### src/rtl/key_scan_pkg.sv
package key_scan_pkg;
  localparam int NUM_COLS = 16;
  localparam int NUM_ROWS = 4;
  // scan operand field positions
  localparam int OP_HR_EVERY_BIT = 6;
  localparam int OP_M7_BIT = 7;
  localparam int OP_M5_BIT = 5;
  localparam int OP_M4_BIT = 4;
  // mode codes over operand bits 7,5,4
  localparam logic [2:0] MODE_SINGLE = 3'h0;
  localparam logic [2:0] MODE_ALL = 3'h1;
  localparam logic [2:0] MODE_OFF = 3'h2;
  localparam logic [2:0] MODE_QUAD = 3'h6;
  localparam logic [2:0] MODE_PAIR = 3'h7;
  // reset operand: mode 010, scanning off
  localparam logic [7:0] SCAN_OP_RESET = 8'h20;
  // clear-request operand that targets the key request flag
  localparam logic [7:0] CLR_KEY_REQ = 8'h20;
  // operand sources
  localparam logic [1:0] SRC_IMM = 2'h0;
  localparam logic [1:0] SRC_REG = 2'h1;
  localparam logic [1:0] SRC_TABLE = 2'h2;
  // default alternating-clock divider: 125 MHz / (32 Hz * 5 * 2)
  localparam int LCD_CLK_HZ = 125000000;
  localparam int FRAME_HZ = 32;
  localparam int DUTY_PHASES = 5;
  localparam int SCAN_HZ = FRAME_HZ * DUTY_PHASES * 2;
  localparam int SCAN_DIV = LCD_CLK_HZ / SCAN_HZ;
endpackage

### src/rtl/scan_phase_if.sv
`timescale 1ns/1ps
interface scan_phase_if;
  logic scanTick;
  logic scanEnd;
  modport src(output scanTick, output scanEnd);
  modport dst(input scanTick, input scanEnd);
endinterface

### src/rtl/scan_rate_gen.sv
`timescale 1ns/1ps
module scan_rate_gen
  import key_scan_pkg::*;
#(
  parameter int DIV = SCAN_DIV
) (
  input wire logic mclk,
  input wire logic arst_n,
  input wire logic run,
  scan_phase_if.src ph
);
  logic [31:0] cnt;
  logic half;

  // RULE17 - alternating clock divider
  always_ff @(posedge mclk or negedge arst_n) begin
    if (!arst_n) begin
      cnt <= 32'h0;
      half <= 1'b0;
    end else if (!run) begin
      cnt <= 32'h0;
      half <= 1'b0;
    end else if (cnt == 32'(DIV - 1)) begin
      cnt <= 32'h0;
      half <= ~half;
    end else begin
      cnt <= cnt + 32'h1;
    end
  end

  // drive phase starts, end pulse one period later
  assign ph.scanTick = run && (cnt == 32'(DIV - 1)) && !half;
  assign ph.scanEnd = run && (cnt == 32'(DIV - 1)) && half;

  a_tick_spacing: assert property (@(posedge mclk) disable iff (!arst_n) // RULE17
    ph.scanTick |=> !ph.scanTick)
    else $error("scan tick repeated");
endmodule

### src/rtl/key_matrix_scanner.sv
`timescale 1ns/1ps
// Operation
// RULE1 - four rows sensed, sixteen shared columns
// RULE2 - rows act as keys only when selected
// RULE3 - operand from immediate, register pair, table
// RULE4 - bit6 low: request only on key
// RULE5 - bit6 high: request every scan cycle
// RULE6 - mode 000 drives one selected column
// RULE7 - mode 001 drives all columns
// RULE8 - mode 010 disables scanning
// RULE9 - mode 10x drives eight columns
// RULE10 - mode 110 drives four columns
// RULE11 - mode 111 drives two columns
// RULE12 - software sets unused port pins output
// RULE13 - row rising sets key request flag
// RULE14 - enabled request sets start flag, releases halt
// RULE15 - rows latched into port latch each cycle
// RULE16 - clear command 20h clears request
// RULE17 - scan rate follows lcd alternating clock
// RULE18 - reset leaves scanning off, flag clear
module key_matrix_scanner
  import key_scan_pkg::*;
#(
  parameter int DIV = SCAN_DIV
) (
  input wire logic mclk,
  input wire logic arst_n,
  // scan operand load
  input wire logic loadScanType,
  input wire logic [1:0] loadSource,
  input wire logic [7:0] immOperand,
  input wire logic [3:0] accValue,
  input wire logic [3:0] regValue,
  input wire logic [7:0] tableValue,
  // control
  input wire logic keyInputSelect,
  input wire logic keyHaltReleaseEnable,
  input wire logic clearRequestCmd,
  input wire logic [7:0] clearOperand,
  input wire logic clearStartFlag,
  input wire logic [NUM_COLS-1:0] lcdSegIn,
  // pins
  input wire logic [NUM_ROWS-1:0] keyRowInputs,
  output logic [NUM_COLS-1:0] keyColumnOutputs,
  output logic [NUM_COLS-1:0] keyColumnScan,
  // status
  output logic [7:0] scanOperand,
  output logic keyHaltReleaseRequest,
  output logic keyStartConditionFlag,
  output logic keyScanStartFlag,
  output logic haltRelease,
  output logic [NUM_ROWS-1:0] portCLatch
);
  logic [NUM_ROWS-1:0] rowSync1;
  logic [NUM_ROWS-1:0] rowSync2;
  logic [NUM_ROWS-1:0] rowPrev;
  logic [NUM_COLS-1:0] colMask;
  logic [NUM_COLS-1:0] driveCols;
  logic [7:0] next_operand;
  logic scanRun;
  logic driving;
  logic keySeen;
  logic reqEvent;
  logic clrHit;
  logic [31:0] tickGap;
  logic seenTick;
  scan_phase_if ph();

  function automatic logic [2:0] scan_mode(input logic [7:0] op);
    scan_mode = {op[OP_M7_BIT], op[OP_M5_BIT], op[OP_M4_BIT]};
  endfunction

  // RULE6 RULE7 RULE8 RULE9 RULE10 RULE11 - column decode
  function automatic logic [NUM_COLS-1:0] col_decode(input logic [7:0] op);
    logic [2:0] m;
    m = scan_mode(op);
    if (m == MODE_SINGLE) begin
      col_decode = 16'h0001 << op[3:0];
    end else if (m == MODE_ALL) begin
      col_decode = 16'hFFFF;
    end else if (m == MODE_OFF) begin
      col_decode = 16'h0000;
    end else if (m == MODE_QUAD) begin
      col_decode = 16'h000F << {op[3:2], 2'b00};
    end else if (m == MODE_PAIR) begin
      col_decode = 16'h0003 << {op[3:1], 1'b0};
    end else begin
      col_decode = op[3] ? 16'hFF00 : 16'h00FF;
    end
  endfunction

  // RULE3 - operand source select
  always_comb begin
    case (loadSource)
      SRC_IMM: next_operand = immOperand;
      SRC_REG: next_operand = {accValue, regValue};
      SRC_TABLE: next_operand = tableValue;
      default: next_operand = immOperand;
    endcase
  end

  // RULE18 - reset operand disables scanning
  always_ff @(posedge mclk or negedge arst_n) begin
    if (!arst_n) begin
      scanOperand <= SCAN_OP_RESET;
    end else if (loadScanType) begin
      scanOperand <= next_operand;
    end
  end

  assign colMask = col_decode(scanOperand);
  // RULE2 - rows only serve as keys when selected
  assign scanRun = keyInputSelect && (scan_mode(scanOperand) != MODE_OFF);

  // RULE17 - scan timing from lcd alternating clock
  scan_rate_gen #(.DIV(DIV)) u_rate (
    .mclk(mclk),
    .arst_n(arst_n),
    .run(scanRun),
    .ph(ph)
  );

  // row pins are asynchronous, two flops before use
  always_ff @(posedge mclk or negedge arst_n) begin
    if (!arst_n) begin
      rowSync1 <= '0;
      rowSync2 <= '0;
      rowPrev <= '0;
    end else begin
      rowSync1 <= keyRowInputs;
      rowSync2 <= rowSync1;
      rowPrev <= rowSync2;
    end
  end

  // RULE1 - scan phase drive window
  always_ff @(posedge mclk or negedge arst_n) begin
    if (!arst_n) begin
      driving <= 1'b0;
      driveCols <= '0;
    end else if (!scanRun || ph.scanEnd) begin
      driving <= 1'b0;
      driveCols <= '0;
    end else if (ph.scanTick) begin
      driving <= 1'b1;
      driveCols <= colMask;
    end
  end

  // RULE1 - columns steal the segment waveform while scanning
  always_ff @(posedge mclk or negedge arst_n) begin
    if (!arst_n) begin
      keyColumnOutputs <= '0;
      keyColumnScan <= '0;
    end else begin
      keyColumnOutputs <= (lcdSegIn & ~driveCols) | driveCols;
      keyColumnScan <= driveCols;
    end
  end

  // a held key shows one rise per scan, since its row falls between scans
  // RULE13 - hi-z to high on a row while driving
  assign keySeen = driving && |(rowSync2 & ~rowPrev);
  // RULE4 RULE5 - request source by operand bit 6
  assign reqEvent = scanOperand[OP_HR_EVERY_BIT] ? ph.scanEnd : keySeen;
  // RULE16 - clear only with operand 20h
  assign clrHit = clearRequestCmd && (clearOperand == CLR_KEY_REQ);

  // set wins over clear
  always_ff @(posedge mclk or negedge arst_n) begin
    if (!arst_n) begin
      keyHaltReleaseRequest <= 1'b0;
    end else if (reqEvent) begin
      keyHaltReleaseRequest <= 1'b1;
    end else if (clrHit) begin
      keyHaltReleaseRequest <= 1'b0;
    end
  end

  // RULE14 - enabled request sets start flags
  always_ff @(posedge mclk or negedge arst_n) begin
    if (!arst_n) begin
      keyStartConditionFlag <= 1'b0;
      keyScanStartFlag <= 1'b0;
    end else if (reqEvent && keyHaltReleaseEnable) begin
      keyStartConditionFlag <= 1'b1;
      keyScanStartFlag <= 1'b1;
    end else if (clearStartFlag) begin
      keyStartConditionFlag <= 1'b0;
      keyScanStartFlag <= 1'b0;
    end
  end

  // RULE14 - halt release pulse
  always_ff @(posedge mclk or negedge arst_n) begin
    if (!arst_n) begin
      haltRelease <= 1'b0;
    end else begin
      haltRelease <= reqEvent && keyHaltReleaseEnable;
    end
  end

  // RULE15 - capture rows at end of cycle
  always_ff @(posedge mclk or negedge arst_n) begin
    if (!arst_n) begin
      portCLatch <= '0;
    end else if (ph.scanEnd && keyInputSelect) begin
      portCLatch <= rowSync2;
    end
  end

  // RULE17 - tick spacing counter
  always_ff @(posedge mclk or negedge arst_n) begin
    if (!arst_n) begin
      tickGap <= 32'h0;
      seenTick <= 1'b0;
    end else if (!scanRun) begin
      tickGap <= 32'h0;
      seenTick <= 1'b0;
    end else if (ph.scanTick) begin
      tickGap <= 32'h0;
      seenTick <= 1'b1;
    end else begin
      tickGap <= tickGap + 32'h1;
    end
  end

  // checks watch decoded state; row pins are seen only through the sync flops
  a_req_set: assert property (@(posedge mclk) disable iff (!arst_n) // RULE13
    reqEvent |=> keyHaltReleaseRequest)
    else $error("request not set");
  a_req_clear: assert property (@(posedge mclk) disable iff (!arst_n) // RULE16
    clrHit && !reqEvent |=> !keyHaltReleaseRequest)
    else $error("request not cleared");
  a_start_flag: assert property (@(posedge mclk) disable iff (!arst_n) // RULE14
    reqEvent && keyHaltReleaseEnable |=> keyStartConditionFlag && haltRelease)
    else $error("start flag missing");
  a_no_start: assert property (@(posedge mclk) disable iff (!arst_n) // RULE14
    !keyHaltReleaseEnable |=> !haltRelease)
    else $error("release without enable");
  a_clear_start: assert property (@(posedge mclk) disable iff (!arst_n) // RULE14
    clearStartFlag && !(reqEvent && keyHaltReleaseEnable) |=> !keyStartConditionFlag)
    else $error("start flag not cleared");
  a_pulse_source: assert property (@(posedge mclk) disable iff (!arst_n) // RULE14
    haltRelease |-> $past(reqEvent) && $past(keyHaltReleaseEnable))
    else $error("release without request");
  a_every_cycle: assert property (@(posedge mclk) disable iff (!arst_n) // RULE5
    scanOperand[OP_HR_EVERY_BIT] && ph.scanEnd |=> keyHaltReleaseRequest)
    else $error("no per-cycle request");
  a_key_only: assert property (@(posedge mclk) disable iff (!arst_n) // RULE4
    !scanOperand[OP_HR_EVERY_BIT] && !keySeen && !keyHaltReleaseRequest |=>
    !keyHaltReleaseRequest) else $error("spurious request");
  a_off_quiet: assert property (@(posedge mclk) disable iff (!arst_n) // RULE8
    scan_mode(scanOperand) == MODE_OFF |-> ##2 keyColumnScan == '0)
    else $error("scan while off");
  a_rows_gated: assert property (@(posedge mclk) disable iff (!arst_n) // RULE2
    !keyInputSelect |=> !driving && !ph.scanEnd)
    else $error("scan without key inputs");
  a_single_col: assert property (@(posedge mclk) disable iff (!arst_n) // RULE6
    ph.scanTick && scan_mode(scanOperand) == MODE_SINGLE |=>
    $countones(driveCols) == 1 && driveCols[$past(scanOperand[3:0])]) else $error("single column wrong");
  a_all_col: assert property (@(posedge mclk) disable iff (!arst_n) // RULE7
    ph.scanTick && scan_mode(scanOperand) == MODE_ALL |=> driveCols == 16'hFFFF)
    else $error("all columns wrong");
  a_half_cols: assert property (@(posedge mclk) disable iff (!arst_n) // RULE9
    ph.scanTick && scanOperand[OP_M7_BIT] && !scanOperand[OP_M5_BIT] |=>
    (driveCols == 16'h00FF || driveCols == 16'hFF00) && driveCols[8] == $past(scanOperand[3]))
    else $error("eight columns wrong");
  a_quad_cols: assert property (@(posedge mclk) disable iff (!arst_n) // RULE10
    ph.scanTick && scan_mode(scanOperand) == MODE_QUAD |=>
    $countones(driveCols) == 4 && driveCols[{$past(scanOperand[3:2]), 2'h0}])
    else $error("four columns wrong");
  a_pair_cols: assert property (@(posedge mclk) disable iff (!arst_n) // RULE11
    ph.scanTick && scan_mode(scanOperand) == MODE_PAIR |=>
    $countones(driveCols) == 2 && driveCols[{$past(scanOperand[3:1]), 1'h0}])
    else $error("two columns wrong");
  a_col_out: assert property (@(posedge mclk) disable iff (!arst_n) // RULE1
    keyColumnScan != '0 |-> (keyColumnOutputs & keyColumnScan) == keyColumnScan)
    else $error("scanned column not driven");
  a_latch_rows: assert property (@(posedge mclk) disable iff (!arst_n) // RULE15
    ph.scanEnd && keyInputSelect |=> portCLatch == $past(rowSync2))
    else $error("row latch wrong");
  a_latch_hold: assert property (@(posedge mclk) disable iff (!arst_n) // RULE15
    !(ph.scanEnd && keyInputSelect) |=> $stable(portCLatch))
    else $error("row latch moved mid cycle");
  a_reset_off: assert property (@(posedge mclk) // RULE18
    $rose(arst_n) |-> scanOperand == SCAN_OP_RESET)
    else $error("reset operand");
  a_scan_period: assert property (@(posedge mclk) disable iff (!arst_n) // RULE17
    ph.scanTick && seenTick |-> tickGap == 32'(2 * DIV - 1))
    else $error("scan period wrong");
  a_end_spacing: assert property (@(posedge mclk) disable iff (!arst_n) // RULE17
    ph.scanEnd |-> tickGap == 32'(DIV - 1))
    else $error("scan end spacing wrong");

  // covers mark the scenarios the bench is meant to reach
  c_key_press: cover property (@(posedge mclk) disable iff (!arst_n) keySeen);
  c_every: cover property (@(posedge mclk) disable iff (!arst_n)
    scanOperand[OP_HR_EVERY_BIT] && ph.scanEnd);
  c_clear: cover property (@(posedge mclk) disable iff (!arst_n) clrHit);
  c_pair: cover property (@(posedge mclk) disable iff (!arst_n)
    driving && scan_mode(scanOperand) == MODE_PAIR);
  c_wake: cover property (@(posedge mclk) disable iff (!arst_n) haltRelease);
endmodule

### config.mk
export PLATFORM = sky130hd
export DESIGN_NAME = key_matrix_scanner
export DESIGN_NICKNAME = d
export VERILOG_FILES = /design/src/rtl/key_scan_pkg.sv /design/src/rtl/scan_phase_if.sv /design/src/rtl/scan_rate_gen.sv /design/src/rtl/key_matrix_scanner.sv
export SDC_FILE = /design/constraint.sdc
export NUM_CORES = 1
export LEC_CHECK = 0
export BUFFER_PORTS_ARGS = -buffer_cell sky130_fd_sc_hd__buf_2
export CAP_MARGIN = 10
export CORE_MARGIN = 2
export CORE_UTILIZATION = 58
export CTS_CLUSTER_SIZE = 16
export DETAILED_ROUTE_END_ITERATION = 12
export PLACE_DENSITY_LB_ADDON = 0.1
export SYNTH_ARGS = -nofsm -noshare
export SYNTH_HDL_FRONTEND = slang
export SYNTH_SLANG_ARGS = --single-unit
### constraint.sdc
create_clock -name mclk -period 6.2 [get_ports mclk]
set_input_delay 1.24 -clock mclk [delete_from_list [all_inputs] [get_ports mclk]]
set_output_delay 1.24 -clock mclk [all_outputs]
set_load 0.05 [all_outputs]
## Word level (Yosys, flattened, before mapping)

Cells that the tools add are included.
Widths: inputs -> output; s select.

| word-level totals | value |
|---|---|
| bits in registers | 109 |
| logic and storage cells | 70 |
| input port bits | 61 |

| operators by class | value |
|---|---|
| add/subtract/negate cells | 1 |
| reductions and logical operators | 16 |
| bitwise gates (word level) | 6 |
| eq/ne operators | 10 |
| muxes and demuxes | 20 |
| shift operators | 3 |

Operators by type and width:

| cell | number |
|---|---|
| $mux 16 | 8 |
| $mux 32 | 2 |
| $add 32x1->32 const B | 1 |
| $eq 32x19->1 const B | 1 |
| $and 16x16->16 | 1 |
| $not 16->16 | 1 |
| $or 16x16->16 | 1 |
| $pmux 8 s2 | 1 |
| $shl 1x4->16 const A | 1 |
| $shl 2x4->16 const A | 1 |
| $shl 4x4->16 const A | 1 |
| $mux 1 | 9 |
| $eq 8x6->1 const B | 1 |
| $logic_and 1x1->1 | 8 |
| $eq 3x3->1 const B | 2 |
| $reduce_bool 2->1 | 3 |
| $and 4x4->4 | 1 |
| $not 4->4 | 1 |
| $reduce_or 4->1 | 1 |
| $eq 3x1->1 const B | 1 |
| $eq 3x2->1 const B | 1 |
| $logic_not 3->1 | 1 |
| $ne 3x2->1 const B | 1 |
| $eq 2x1->1 const B | 1 |
| 5 further kinds | 6 |

## Depth between registers and ports, before layout

Gate-level depths: netlist of the first run.

| logic depth | value |
|---|---|
| depth after elaboration | 8 |
| gate-level depth with buffers | 9 |
| depth with buffers taken out | 7 |

## By module

From an unflattened synthesis of the first run, not the netlist that was laid out.

| second synthesis, totals | value |
|---|---|
| cell total of the unflattened synthesis | 433 |
| area total of the unflattened synthesis | 4934.7 um2 |

By module, submodules not included:

| module | cells each | area each (um2) | times used |
|---|---|---|---|
| key_matrix_scanner | 238 | 3006.6 | 1 |
| scan_rate_gen | 195 | 1928.1 | 1 |

## Worst setup path before layout of the first run

OpenSTA, ideal clock, no wires.

| timing path | value |
|---|---|
| kind | input -> register |
| start | in loadSource[0] |
| end | reg scanOperand[0] |
| setup time | 125 ps |
| cell stages on the path | 5 |
| arrival | 2212 ps |
| required time | 6075 ps |
| path slack | 3864 ps |
| cell sequence | inv_1 ha_1 clkbuf_1 o21ai_0 mux2_2 |

| between the ends | value |
|---|---|
| longest elaborated chain between the ends | 2 |

Ends and longest elaborated chain:

| item | line | source |
|---|---|---|
| start, declared | key_matrix_scanner.sv:30 | `input wire logic [1:0] loadSource,` |
| $eq 2x2->1 or $eq 2x1->1 (tied branches) | key_matrix_scanner.sv:94 | `case (loadSource)` |
| $pmux 8 s2 * | key_matrix_scanner.sv:94 |  |
| end signal, assigned | key_matrix_scanner.sv:107 | `scanOperand <= next_operand;` |
| end, declared | key_matrix_scanner.sv:47 | `output logic [7:0] scanOperand,` |

Every way passes the cells marked *; elsewhere a longest branch is shown, timed or not.
A chain may end at the register's enable or synchronous reset.

## Worst setup path in the final report of the first run

| timing path | value |
|---|---|
| start | reg u_rate.cnt[0] |
| end | reg u_rate.cnt[17] |

| between the ends | value |
|---|---|
| longest elaborated chain between the ends | 3 |

Ends and longest elaborated chain:

| item | line | source |
|---|---|---|
| start, declared | scan_rate_gen.sv:12 | `logic [31:0] cnt;` |
| start signal, assigned | scan_rate_gen.sv:27 | `cnt <= cnt + 32'h1;` |
| $add 32x1->32 or $eq 32x19->1 (tied branches) | scan_rate_gen.sv:27, scan_rate_gen.sv:23 |  |
| $mux 32 * | scan_rate_gen.sv:23 | `end else if (cnt == 32'(DIV - 1)) begin` |
| $mux 32 * | scan_rate_gen.sv:20 | `end else if (!run) begin` |

Marked as above.

==> results of run 1 <==
flip-flops by register name, summed over array words and instances, names as in the netlist, 8 cells and up:
signal and cells:
u_rate.cnt 32, driveCols 16, keyColumnOutputs 16, keyColumnScan 16, scanOperand 8
cell type report:
cell class	count	area [µm²]
inverter	15	56.3
clock buffer	9	124
sequential	109	2730
multi-input combinational	298	1770
timing repair buffer	109	551
tap	102	128
clock inverter	7	60.1
fill	599	2310
metal layers:
metal / vias up / wire length (µm) / global-route usage
met5: - / 0 / 0
met4: 0 / 72 / 0.0613
met3: 10 / 617 / 0.0395
met2: 145 / 4300 / 0.362
met1: 1669 / 4100 / 0.308
li1: 1718 / - / -
cells by family (layout without fill, tap and decap cells):
group	count (synthesis)	in the layout	synth area share
flip-flops	109	109	0.588
AND/OR/NAND/NOR	181	181	0.209
XOR/XNOR	24	24	0.0453
adder cells (fa/ha/maj)	4	4	0.0108
multiplexers	8	8	0.0189
AO/OA/AOI/OAI	81	81	0.0984
buffers and inverters	32	140	0.0299
critical path: cells and delay by family, from the launching register on:
family	cells	cell delay (ns)
adder cells (fa/ha/maj)	1	0.13
buffers and inverters	1	0.08
flip-flops	1	0.44
AND/OR/NAND/NOR	5	2.46
report_power, final:
part	total (mW)	switching, mW	internal [mW]
clock network	0.392	0.241	0.151
logic	0.199	0.138	0.0612
registers	0.751	0.0206	0.731
total	1.34	0.400	0.943
metrics by stage:
| stage | cells | util | power, mW | hold WS (ns) |
|---|---|---|---|---|
| after global routing | 649 | 0.702 | 1.41 | 0.377 |
| after detailed placement | 633 | 0.678 | 0.963 | 0.339 |
| final | 649 | 0.702 | 1.34 | 0.359 |
| after global placement | 633 | 0.678 | 0.957 | 0.336 |
| after CTS | 649 | 0.702 | 1.35 | 0.362 |
| after floorplan | 439 | - | 0.895 | 0.331 |
placed cells by master, fill, tap and decap left out, drive strengths merged, types with 2 or more instances in the layout:
| cell type | netlist | routed |
|---|---|---|
| buf | 8 | 109 |
| dfrtp | 108 | 108 |
| o21ai | 55 | 55 |
| nand2 | 43 | 43 |
| nor2 | 40 | 40 |
| nand3 | 31 | 31 |
| or2 | 20 | 20 |
| xor2 | 19 | 19 |
| inv | 15 | 17 |
| nand4 | 10 | 10 |
| clkbuf | 9 | 9 |
| a22oi | 8 | 8 |
| and3 | 6 | 6 |
| a21oi | 6 | 6 |
| mux2 | 6 | 6 |
| xnor2 | 5 | 5 |
| nand2b | 5 | 5 |
| or3 | 4 | 4 |
| ha | 4 | 4 |
| nor3 | 4 | 4 |
| nor4 | 4 | 4 |
| nor2b | 3 | 3 |
| o22ai | 3 | 3 |
| clkinvlp | 0 | 3 |
| and4 | 2 | 2 |
| mux2i | 2 | 2 |
| nor4b | 2 | 2 |
| a311oi | 2 | 2 |
| a211oi | 2 | 2 |
| clkinv | 0 | 2 |
path summary, 6_finish.rpt:
check                               from                  end  cells past startpoint
max reg2reg                u_rate.cnt[0]       u_rate.cnt[17]                      7
max                        u_rate.cnt[0]       u_rate.cnt[17]                      7
min                          rowSync1[3]          rowSync2[3]                      0
min in group asynchronous         arst_n  keyColumnOutputs[1]                      1
max in group asynchronous         arst_n       scanOperand[6]                      2
min reg2reg                  rowSync1[3]          rowSync2[3]                      0
==> impl_metrics.tcl, run 1 <==
set metrics [dict create \
    status "finished, final reports clean" \
    clk_path_buf_depth 2 \
    synth_warnings 0 \
    route.detailed.drc 0 \
    hold_viol 0 \
    die_w_um 93.5 \
    synth_top_area_frac 0.582 \
    root_buffer "clkbuf_8" \
    hold_class "reg -> reg" \
    synth_edf_count 0 \
    htreeDepth 3 \
    grt_pass1_wl_um 15400 \
    grt_pass1_vias 3374 \
    endpoint_kind "register" \
    synth-seq-cells 109 \
    grtUsageTotal 0.221 \
    max-vdd-ir-drop_mv 0.155 \
    period_share 0.529 \
    slowest_stage "nand2_1" \
    rsz0062_at_grt "no" \
    setup_ws_ns 2.92 \
    min_period_ns 3.28 \
    pre_cts_ws_ns 2.93 \
    num_rows 32 \
    slew_headroom 0.195 \
    power_leakage_nw 2.62 \
    critPathMaxStageDelay_ns 1.02 \
    postCtsHoldBufs 0 \
    worst_slew_pin_slew_ns 1.20 \
    numClockSinks 109 \
    fin_worst_skew_ns 0.0129 \
    drt_wl_total_um 9090 \
    place.gp.congestion 0.847 \
    r2r_slack_ns 2.92 \
    crit_type "reg -> reg" \
    vias 3542 \
    antennaDiodeCount 0 \
    slew_violations 0 \
    setup.worst_path.start_class "register" \
    grt.overflow.total 0 \
    tns_ns 0 \
    firstDrtPassIters 4 \
    yosysMostFrequentCell "dfrtp_1" \
    post_cts_resized 0 \
    post_cts_buffers 0 \
    synth_cells 439 \
    fmax_ghz 0.305 \
    route.detailed.wl_per_inst_um 14.0 \
    stdcell_area_um2 5420 \
    synth_area_um2 4640 \
    worstPathCellList "inv_1, ha_1, or4bb_1, nor3_2, nand3_2, nand2_1, nor2_1" \
    ant_nets 0 \
    die_y_um 93.5 \
    synth_largest_area_cell "dfrtp_1" \
    layout-drive-gt1-share 0.291 \
    async_flop_share 1.00 \
    portBuffers 108 \
    die_area_um2 8730 \
    vias_per_cell 5.46 \
    synth.avg_cell_area_um2 10.6 \
    boundaryPins 109 \
    synth_cell_types 50 \
    nets 607 \
    finalSetupViolCount 0 \
    grt_max_degree 78 \
    dp_hpwl_um 6610 \
    cts_tree "yes" \
    crit_fanout 42 \
    antenna_found_initial 0 \
    drt_iter0_drc 121 \
    max_cap_violations 0 \
    synthFlopType "dfrtp_1" \
    seq_area_frac_synth 0.588 \
    ys_top_cells_by_count "dfrtp_1 (108), nand2_1 (43), o21ai_0 (41), nor2_1 (40), nand3_1 (28)" \
    numCtsBuffers 9 \
    area_growth_pct 16.8 \
    yosys-top-cells-area "dfrtp_1 (58%), o21ai_0 (4.4%), xor2_1 (3.6%)" \
    path_clk_slew_ns 0.10 \
    placed_area_um2 5240 \
    coreArea_um2 7730 \
    syn-num-nets 504 \
    start_util 0.601 \
    cp.arrival_ns 3.49 \
    required_ns 6.41 \
    clk-insertion-delay-late_ns 0.37 \
    p_per_area_nw_per_um2 248 \
]
Note: power is estimated with default switching activity, not from simulation.
==> run 2: changes to the inputs <==
--- a/config.mk
+++ b/config.mk
@@ -8,7 +8,7 @@
 export BUFFER_PORTS_ARGS = -buffer_cell sky130_fd_sc_hd__buf_2
 export CAP_MARGIN = 10
 export CORE_MARGIN = 2
-export CORE_UTILIZATION = 58
+export CORE_UTILIZATION = 53
 export CTS_CLUSTER_SIZE = 16
 export DETAILED_ROUTE_END_ITERATION = 12
 export PLACE_DENSITY_LB_ADDON = 0.1
==> constraint.sdc (replaced) <==
create_clock -name mclk -period 3.07 [get_ports mclk]
set_input_delay 0.614 -clock mclk [delete_from_list [all_inputs] [get_ports mclk]]
set_output_delay 0.614 -clock mclk [all_outputs]
set_load 0.05 [all_outputs]
==> run 2 against run 1 <==
First-iteration DRC count rose by 28%. Power grew 110%. Via count down 1.8%. Non-clock buffer count rose by 6. Flip-flop and latch count is the same. Critical path depth is 1 higher. Routed wire length is 1.4% lower. Worst setup slack lost 2.1 ns. Critical path type unchanged.
==> impl_metrics.tcl, run 2 (same netlist as run 1, synthesis figures left out) <==
set metrics [dict create \
    placed_area_um2 5290 \
    cts_tree "yes" \
    numClockSinks 109 \
    endpoint_kind "register" \
    boundaryPins 109 \
    grt_pass1_wl_um 15700 \
    die_y_um 97.6 \
    fin_worst_skew_ns 0.0138 \
    post_cts_resized 0 \
    route.detailed.wl_per_inst_um 13.6 \
    final_util 0.641 \
    r2r_slack_ns 0.83 \
    clk_path_buf_depth 2 \
    worst_slew_pin_slew_ns 0.750 \
    period_share 0.728 \
    die_w_um 97.6 \
    largest_reg_flops 32 \
    hold_ws_ns 0.290 \
    grt_max_degree 62 \
    hold_viol 0 \
    tns_ns 0 \
    setup.worst_path.start_class "register" \
    layout_common_cells "dfrtp_1 (108), buf_2 (107), nand2_1 (43), o21ai_0 (41), nor2_1 (40)" \
    rsz0062_at_grt "no" \
    grt.overflow.total 0 \
    vias_per_cell 5.26 \
    grt_pass1_vias 3354 \
    path_clk_slew_ns 0.11 \
    dp_hpwl_um 6600 \
    fmax_ghz 0.447 \
    numCtsBuffers 9 \
    cp.arrival_ns 2.49 \
    drt_iter0_drc 155 \
    start_util 0.540 \
    layout-drive-gt1-share 0.298 \
    hold_class "in -> async" \
    regMostFlops "u_rate.cnt" \
    required_ns 3.32 \
    clk-insertion-delay-late_ns 0.37 \
    critPathMaxStageDelay_ns 0.49 \
    firstDrtPassIters 4 \
    ant_nets 0 \
    die_area_um2 9520 \
    post_cts_buffers 0 \
    portBuffers 108 \
    slew_headroom 0.500 \
    postCtsHoldBufs 0 \
    slew_violations 0 \
    power_leakage_nw 2.68 \
    stdcell_area_um2 5510 \
    fill_cells 723 \
    nets 613 \
    crit_type "reg -> reg" \
    antennaDiodeCount 0 \
    worstPathCellList "inv_1, ha_1, or4bb_1, nor3_2, nand3_2, nand2_1, buf_4, nor2_1" \
    antenna_found_initial 0 \
    place.gp.congestion 0.884 \
    num_rows 34 \
    multi_input_area_um2 1770 \
    route.detailed.drc 0 \
    min_period_ns 2.24 \
    area_growth_pct 18.6 \
    final_common_cell "dfrtp_1" \
    p_per_area_nw_per_um2 516 \
    max_cap_violations 0 \
    drt_wl_total_um 8960 \
    root_buffer "clkbuf_8" \
    vias 3477 \
    crit_fanout 29 \
    htreeDepth 3 \
    slowest_stage "or4bb_1" \
    max-vdd-ir-drop_mv 0.280 \
    finalSetupViolCount 0 \
    status "finished, final reports clean" \
    register_area_um2 2730 \
    coreArea_um2 8590 \
    grtUsageTotal 0.203 \
]
-- run 2: final cells by class --
| cell class | count | share of cell area |
|---|---|---|
| flip-flops and latches | 109 | 0.496 |
| well taps | 108 | 0.0245 |
| clock buffers | 9 | 0.0225 |
| repair buffers | 115 | 0.108 |
| clock inverters | 7 | 0.0168 |
| inverters | 15 | 0.0102 |
| multi-input cells | 298 | 0.322 |
-- run 2: worst paths after layout --
check                                  to  depth (start not counted)            start
min in group mclk             rowSync1[3]                          1  keyRowInputs[3]
max in group asynchronous  scanOperand[5]                          2           arst_n
min reg2reg                   rowSync2[2]                          0      rowSync1[2]
min                        u_rate.cnt[15]                          1           arst_n
max                         u_rate.cnt[3]                          8    u_rate.cnt[0]
max reg2reg                 u_rate.cnt[3]                          8    u_rate.cnt[0]
-- run 2: through the flow --
step,setup WS (ns),instances,total power [mW]
after floorplan,0.969,439,1.81
after global placement,0.880,645,1.94
after detailed placement,0.824,645,1.95
after CTS,0.814,661,2.87
after global routing,0.639,661,2.98
final,0.834,661,2.84
-- run 2: power breakdown --
| part | internal (mW) | switching (mW) |
|---|---|---|
| logic | 0.129 | 0.275 |
| clock network | 0.399 | 0.519 |
| registers | 1.48 | 0.0423 |
-- run 2: metal layers --
layer | wire length, µm | global-route usage
met5 | 0 | 0
met4 | 102 | 0.0577
met3 | 687 | 0.0568
met2 | 3880 | 0.310
met1 | 4290 | 0.287
-- run 2: critical path, delay by kind of cell, from the launching register on --
family | cells | cell delay (ns)
adders and majority gates | 1 | 0.13
buffers and inverters | 2 | 0.39
DFF | 1 | 0.45
and+or+nand+nor | 5 | 1.15
==> run 3: changes to the inputs <==
--- a/config.mk
+++ b/config.mk
@@ -5,10 +5,11 @@
 export SDC_FILE = /design/constraint.sdc
 export NUM_CORES = 1
 export LEC_CHECK = 0
+export ABC_AREA = 1
 export BUFFER_PORTS_ARGS = -buffer_cell sky130_fd_sc_hd__buf_2
 export CAP_MARGIN = 10
 export CORE_MARGIN = 2
-export CORE_UTILIZATION = 53
+export CORE_UTILIZATION = 49
 export CTS_CLUSTER_SIZE = 16
 export DETAILED_ROUTE_END_ITERATION = 12
 export PLACE_DENSITY_LB_ADDON = 0.1
==> constraint.sdc (replaced) <==
create_clock -name mclk -period 1.8 [get_ports mclk]
set_input_delay 0.36 -clock mclk [delete_from_list [all_inputs] [get_ports mclk]]
set_output_delay 0.36 -clock mclk [all_outputs]
set_load 0.05 [all_outputs]
==> run 3 against run 2 <==
Die area grew 16%. Global-route usage rose by 1.8 points. Non-clock buffer count rose by 7. Fmax rose by 33%. Largest cell class unchanged. Clock skew down 0.0021 ns. Via count rose by 23%. Critical path type unchanged. Critical path depth decreased by 1. Design area rose by 8.6%. Worst setup slack got worse by 0.72 ns. Utilization shrank 3.5 points. First-iteration DRC count grew 56%. Clock power up 51%. Largest power group unchanged.
==> impl_metrics.tcl, run 3 <==
set metrics [dict create \
    status "finished, final reports clean" \
    synth_largest_area_cell "dfrtp_1" \
    route.detailed.drc 0 \
    nets 777 \
    dp_hpwl_um 8660 \
    synth_warnings 0 \
    antenna_found_initial 2 \
    finalSetupViolCount 0 \
    die_y_um 105 \
    start_util 0.508 \
    worst_slew_pin_slew_ns 0.363 \
    root_buffer "clkbuf_8" \
    route.detailed.wl_per_inst_um 13.4 \
    fmax_ghz 0.593 \
    grt.overflow.total 0 \
    drt_wl_total_um 11400 \
    power_leakage_nw 3.05 \
    slew_violations 0 \
    seq_area_frac_synth 0.545 \
    path_clk_slew_ns 0.10 \
    crit_type "reg -> reg" \
    layout-drive-gt1-share 0.229 \
    rsz0062_at_grt "no" \
    numClockSinks 109 \
    synth.avg_cell_area_um2 8.41 \
    hold_viol 0 \
    setup.worst_path.start_class "register" \
    ys_top_cells_by_count "nand2_1 (144), dfrtp_1 (108), nor2_1 (91), nand3_1 (55), inv_1 (52)" \
    coreArea_um2 9860 \
    max-vdd-ir-drop_mv 0.590 \
    place.gp.congestion 0.935 \
    ant_nets 0 \
    cts_tree "yes" \
    regMostFlops "u_rate.cnt" \
    fin_worst_skew_ns 0.0117 \
    yosysMostFrequentCell "nand2_1" \
    die_area_um2 11000 \
    layout_common_cells "nand2_1 (143), dfrtp_1 (108), buf_2 (107), nor2_1 (91), nand3_1 (54)" \
    required_ns 2.08 \
    syn-num-nets 661 \
    numCtsBuffers 9 \
    async_flop_share 1.00 \
    synth_cells 596 \
    vias 4261 \
    drt_iter0_drc 242 \
    p_per_area_nw_per_um2 789 \
    slew_headroom 0.758 \
    die_w_um 105 \
    antennaDiodeCount 0 \
    grt_pass1_wl_um 19700 \
    clk_path_buf_depth 2 \
    period_share 0.936 \
    largest_reg_flops 32 \
    vias_per_cell 5.01 \
    grt_pass1_vias 4224 \
    grtUsageTotal 0.221 \
    max_cap_violations 0 \
    grt_max_degree 62 \
    synth_cell_types 37 \
    crit_fanout 7 \
    synth_top_area_frac 0.539 \
    synth_area_um2 5010 \
    synthFlopType "dfrtp_1" \
    synth-seq-cells 109 \
    final_common_cell "nand2_1" \
    min_period_ns 1.69 \
    endpoint_kind "register" \
    boundaryPins 109 \
    fill_cells 880 \
    num_rows 36 \
    hold_class "in -> reg" \
    clk-insertion-delay-late_ns 0.38 \
    tns_ns 0 \
    cp.arrival_ns 1.97 \
    fin_total_pwr_mw 4.72 \
    yosys-top-cells-area "dfrtp_1 (54%), nand2_1 (11%), nor2_1 (6.8%)" \
    synth_edf_count 0 \
    portBuffers 108 \
    htreeDepth 3 \
    area_growth_pct 19.4 \
    firstDrtPassIters 4 \
]
-- run 3: cell types whose count changed in the layout (fill, tap and decap cells not counted), sizes merged, moves of 10 or more --
cell / change
o21ai: -17
nor2: +55
nand3: +25
inv: +37
nand2: +103
xor2: -10
-- run 3: logic make-up (layout without fill, tap and decap cells) --
family	count (synthesis)	count (layout)	synth area share
AND/OR/NAND/NOR	335	335	0.289
AO/OA/AOI/OAI	60	60	0.0687
buffers and inverters	71	192	0.0577
XOR/XNOR	17	17	0.0297
flip-flops	109	109	0.545
adder cells (fa/ha/maj)	4	4	0.00999
-- run 3: final timing paths --
kind	from	to	slack [ns]	cells past startpoint
min reg2reg	rowSync1[2]	rowSync2[2]	0.36	0
min	keyRowInputs[3]	rowSync1[3]	0.08	1
max in group asynchronous	arst_n	scanOperand[5]	0.86	3
max reg2reg	u_rate.cnt[0]	u_rate.cnt[20]	0.11	7
max	u_rate.cnt[0]	u_rate.cnt[20]	0.11	7
min in group asynchronous	arst_n	keyColumnScan[5]	0.35	2
-- run 3: timing repair --
item | in CTS | in global routing
setup buffers | 0 | 1
hold endpoints to repair | 8 | 0
endpoints found under the setup margin | 0 | 9
hold buffers | 1 | 0
resized for setup | 0 | 3
-- run 3: cell type report --
class / count / area [µm²] / share of cell area
well taps: 133 / 166 / 0.0278
repair buffers: 122 / 688 / 0.115
flip-flops and latches: 109 / 2730 / 0.456
clock buffers: 10 / 128 / 0.0213
inverters: 54 / 203 / 0.0339
multi-input cells: 416 / 2010 / 0.336
clock inverters: 6 / 56.3 / 0.00942
-- run 3: power by group --
group          total (mW)  leakage, nW  switching (mW)  internal (mW)
logic               0.759         1.53           0.533          0.226
registers            2.57         1.44          0.0527           2.52
clock network        1.39       0.0905           0.862          0.531
-- run 3: worst max-delay path, cell delays in order, from the launching register on --
cell	delay [ns]
dfrtp_1	0.41
ha_1	0.18
nand2_1	0.09
nor2_2	0.23
nand3_2	0.16
nor2_4	0.21
a21oi_1	0.09
nor3_1	0.21
-- run 3: metrics by stage --
stage / worst slack, ns / area [µm²] / std cells / utilization / hold slack [ns]
3_5_place_dp: 0.103 / 5750 / 832 / 0.583 / 0.206
6_report: 0.115 / 5980 / 850 / 0.606 / 0.0818
4_1_cts: 0.0937 / 5940 / 849 / 0.603 / 0.0618
5_1_grt: 0.000359 / 5980 / 850 / 0.606 / 0.0476
2_1_floorplan: 0.0470 / 5010 / 596 / - / 0.0644
3_3_place_gp: 0.140 / 5750 / 832 / 0.583 / 0.205
-- run 3: metal layers --
layer / wire, µm / GRT usage / up-vias
met5: 0 / 0 / -
met4: 177 / 0.0571 / 0
met3: 693 / 0.0599 / 15
met2: 5560 / 0.365 / 117
met1: 4950 / 0.288 / 1994
li1: - / - / 2135
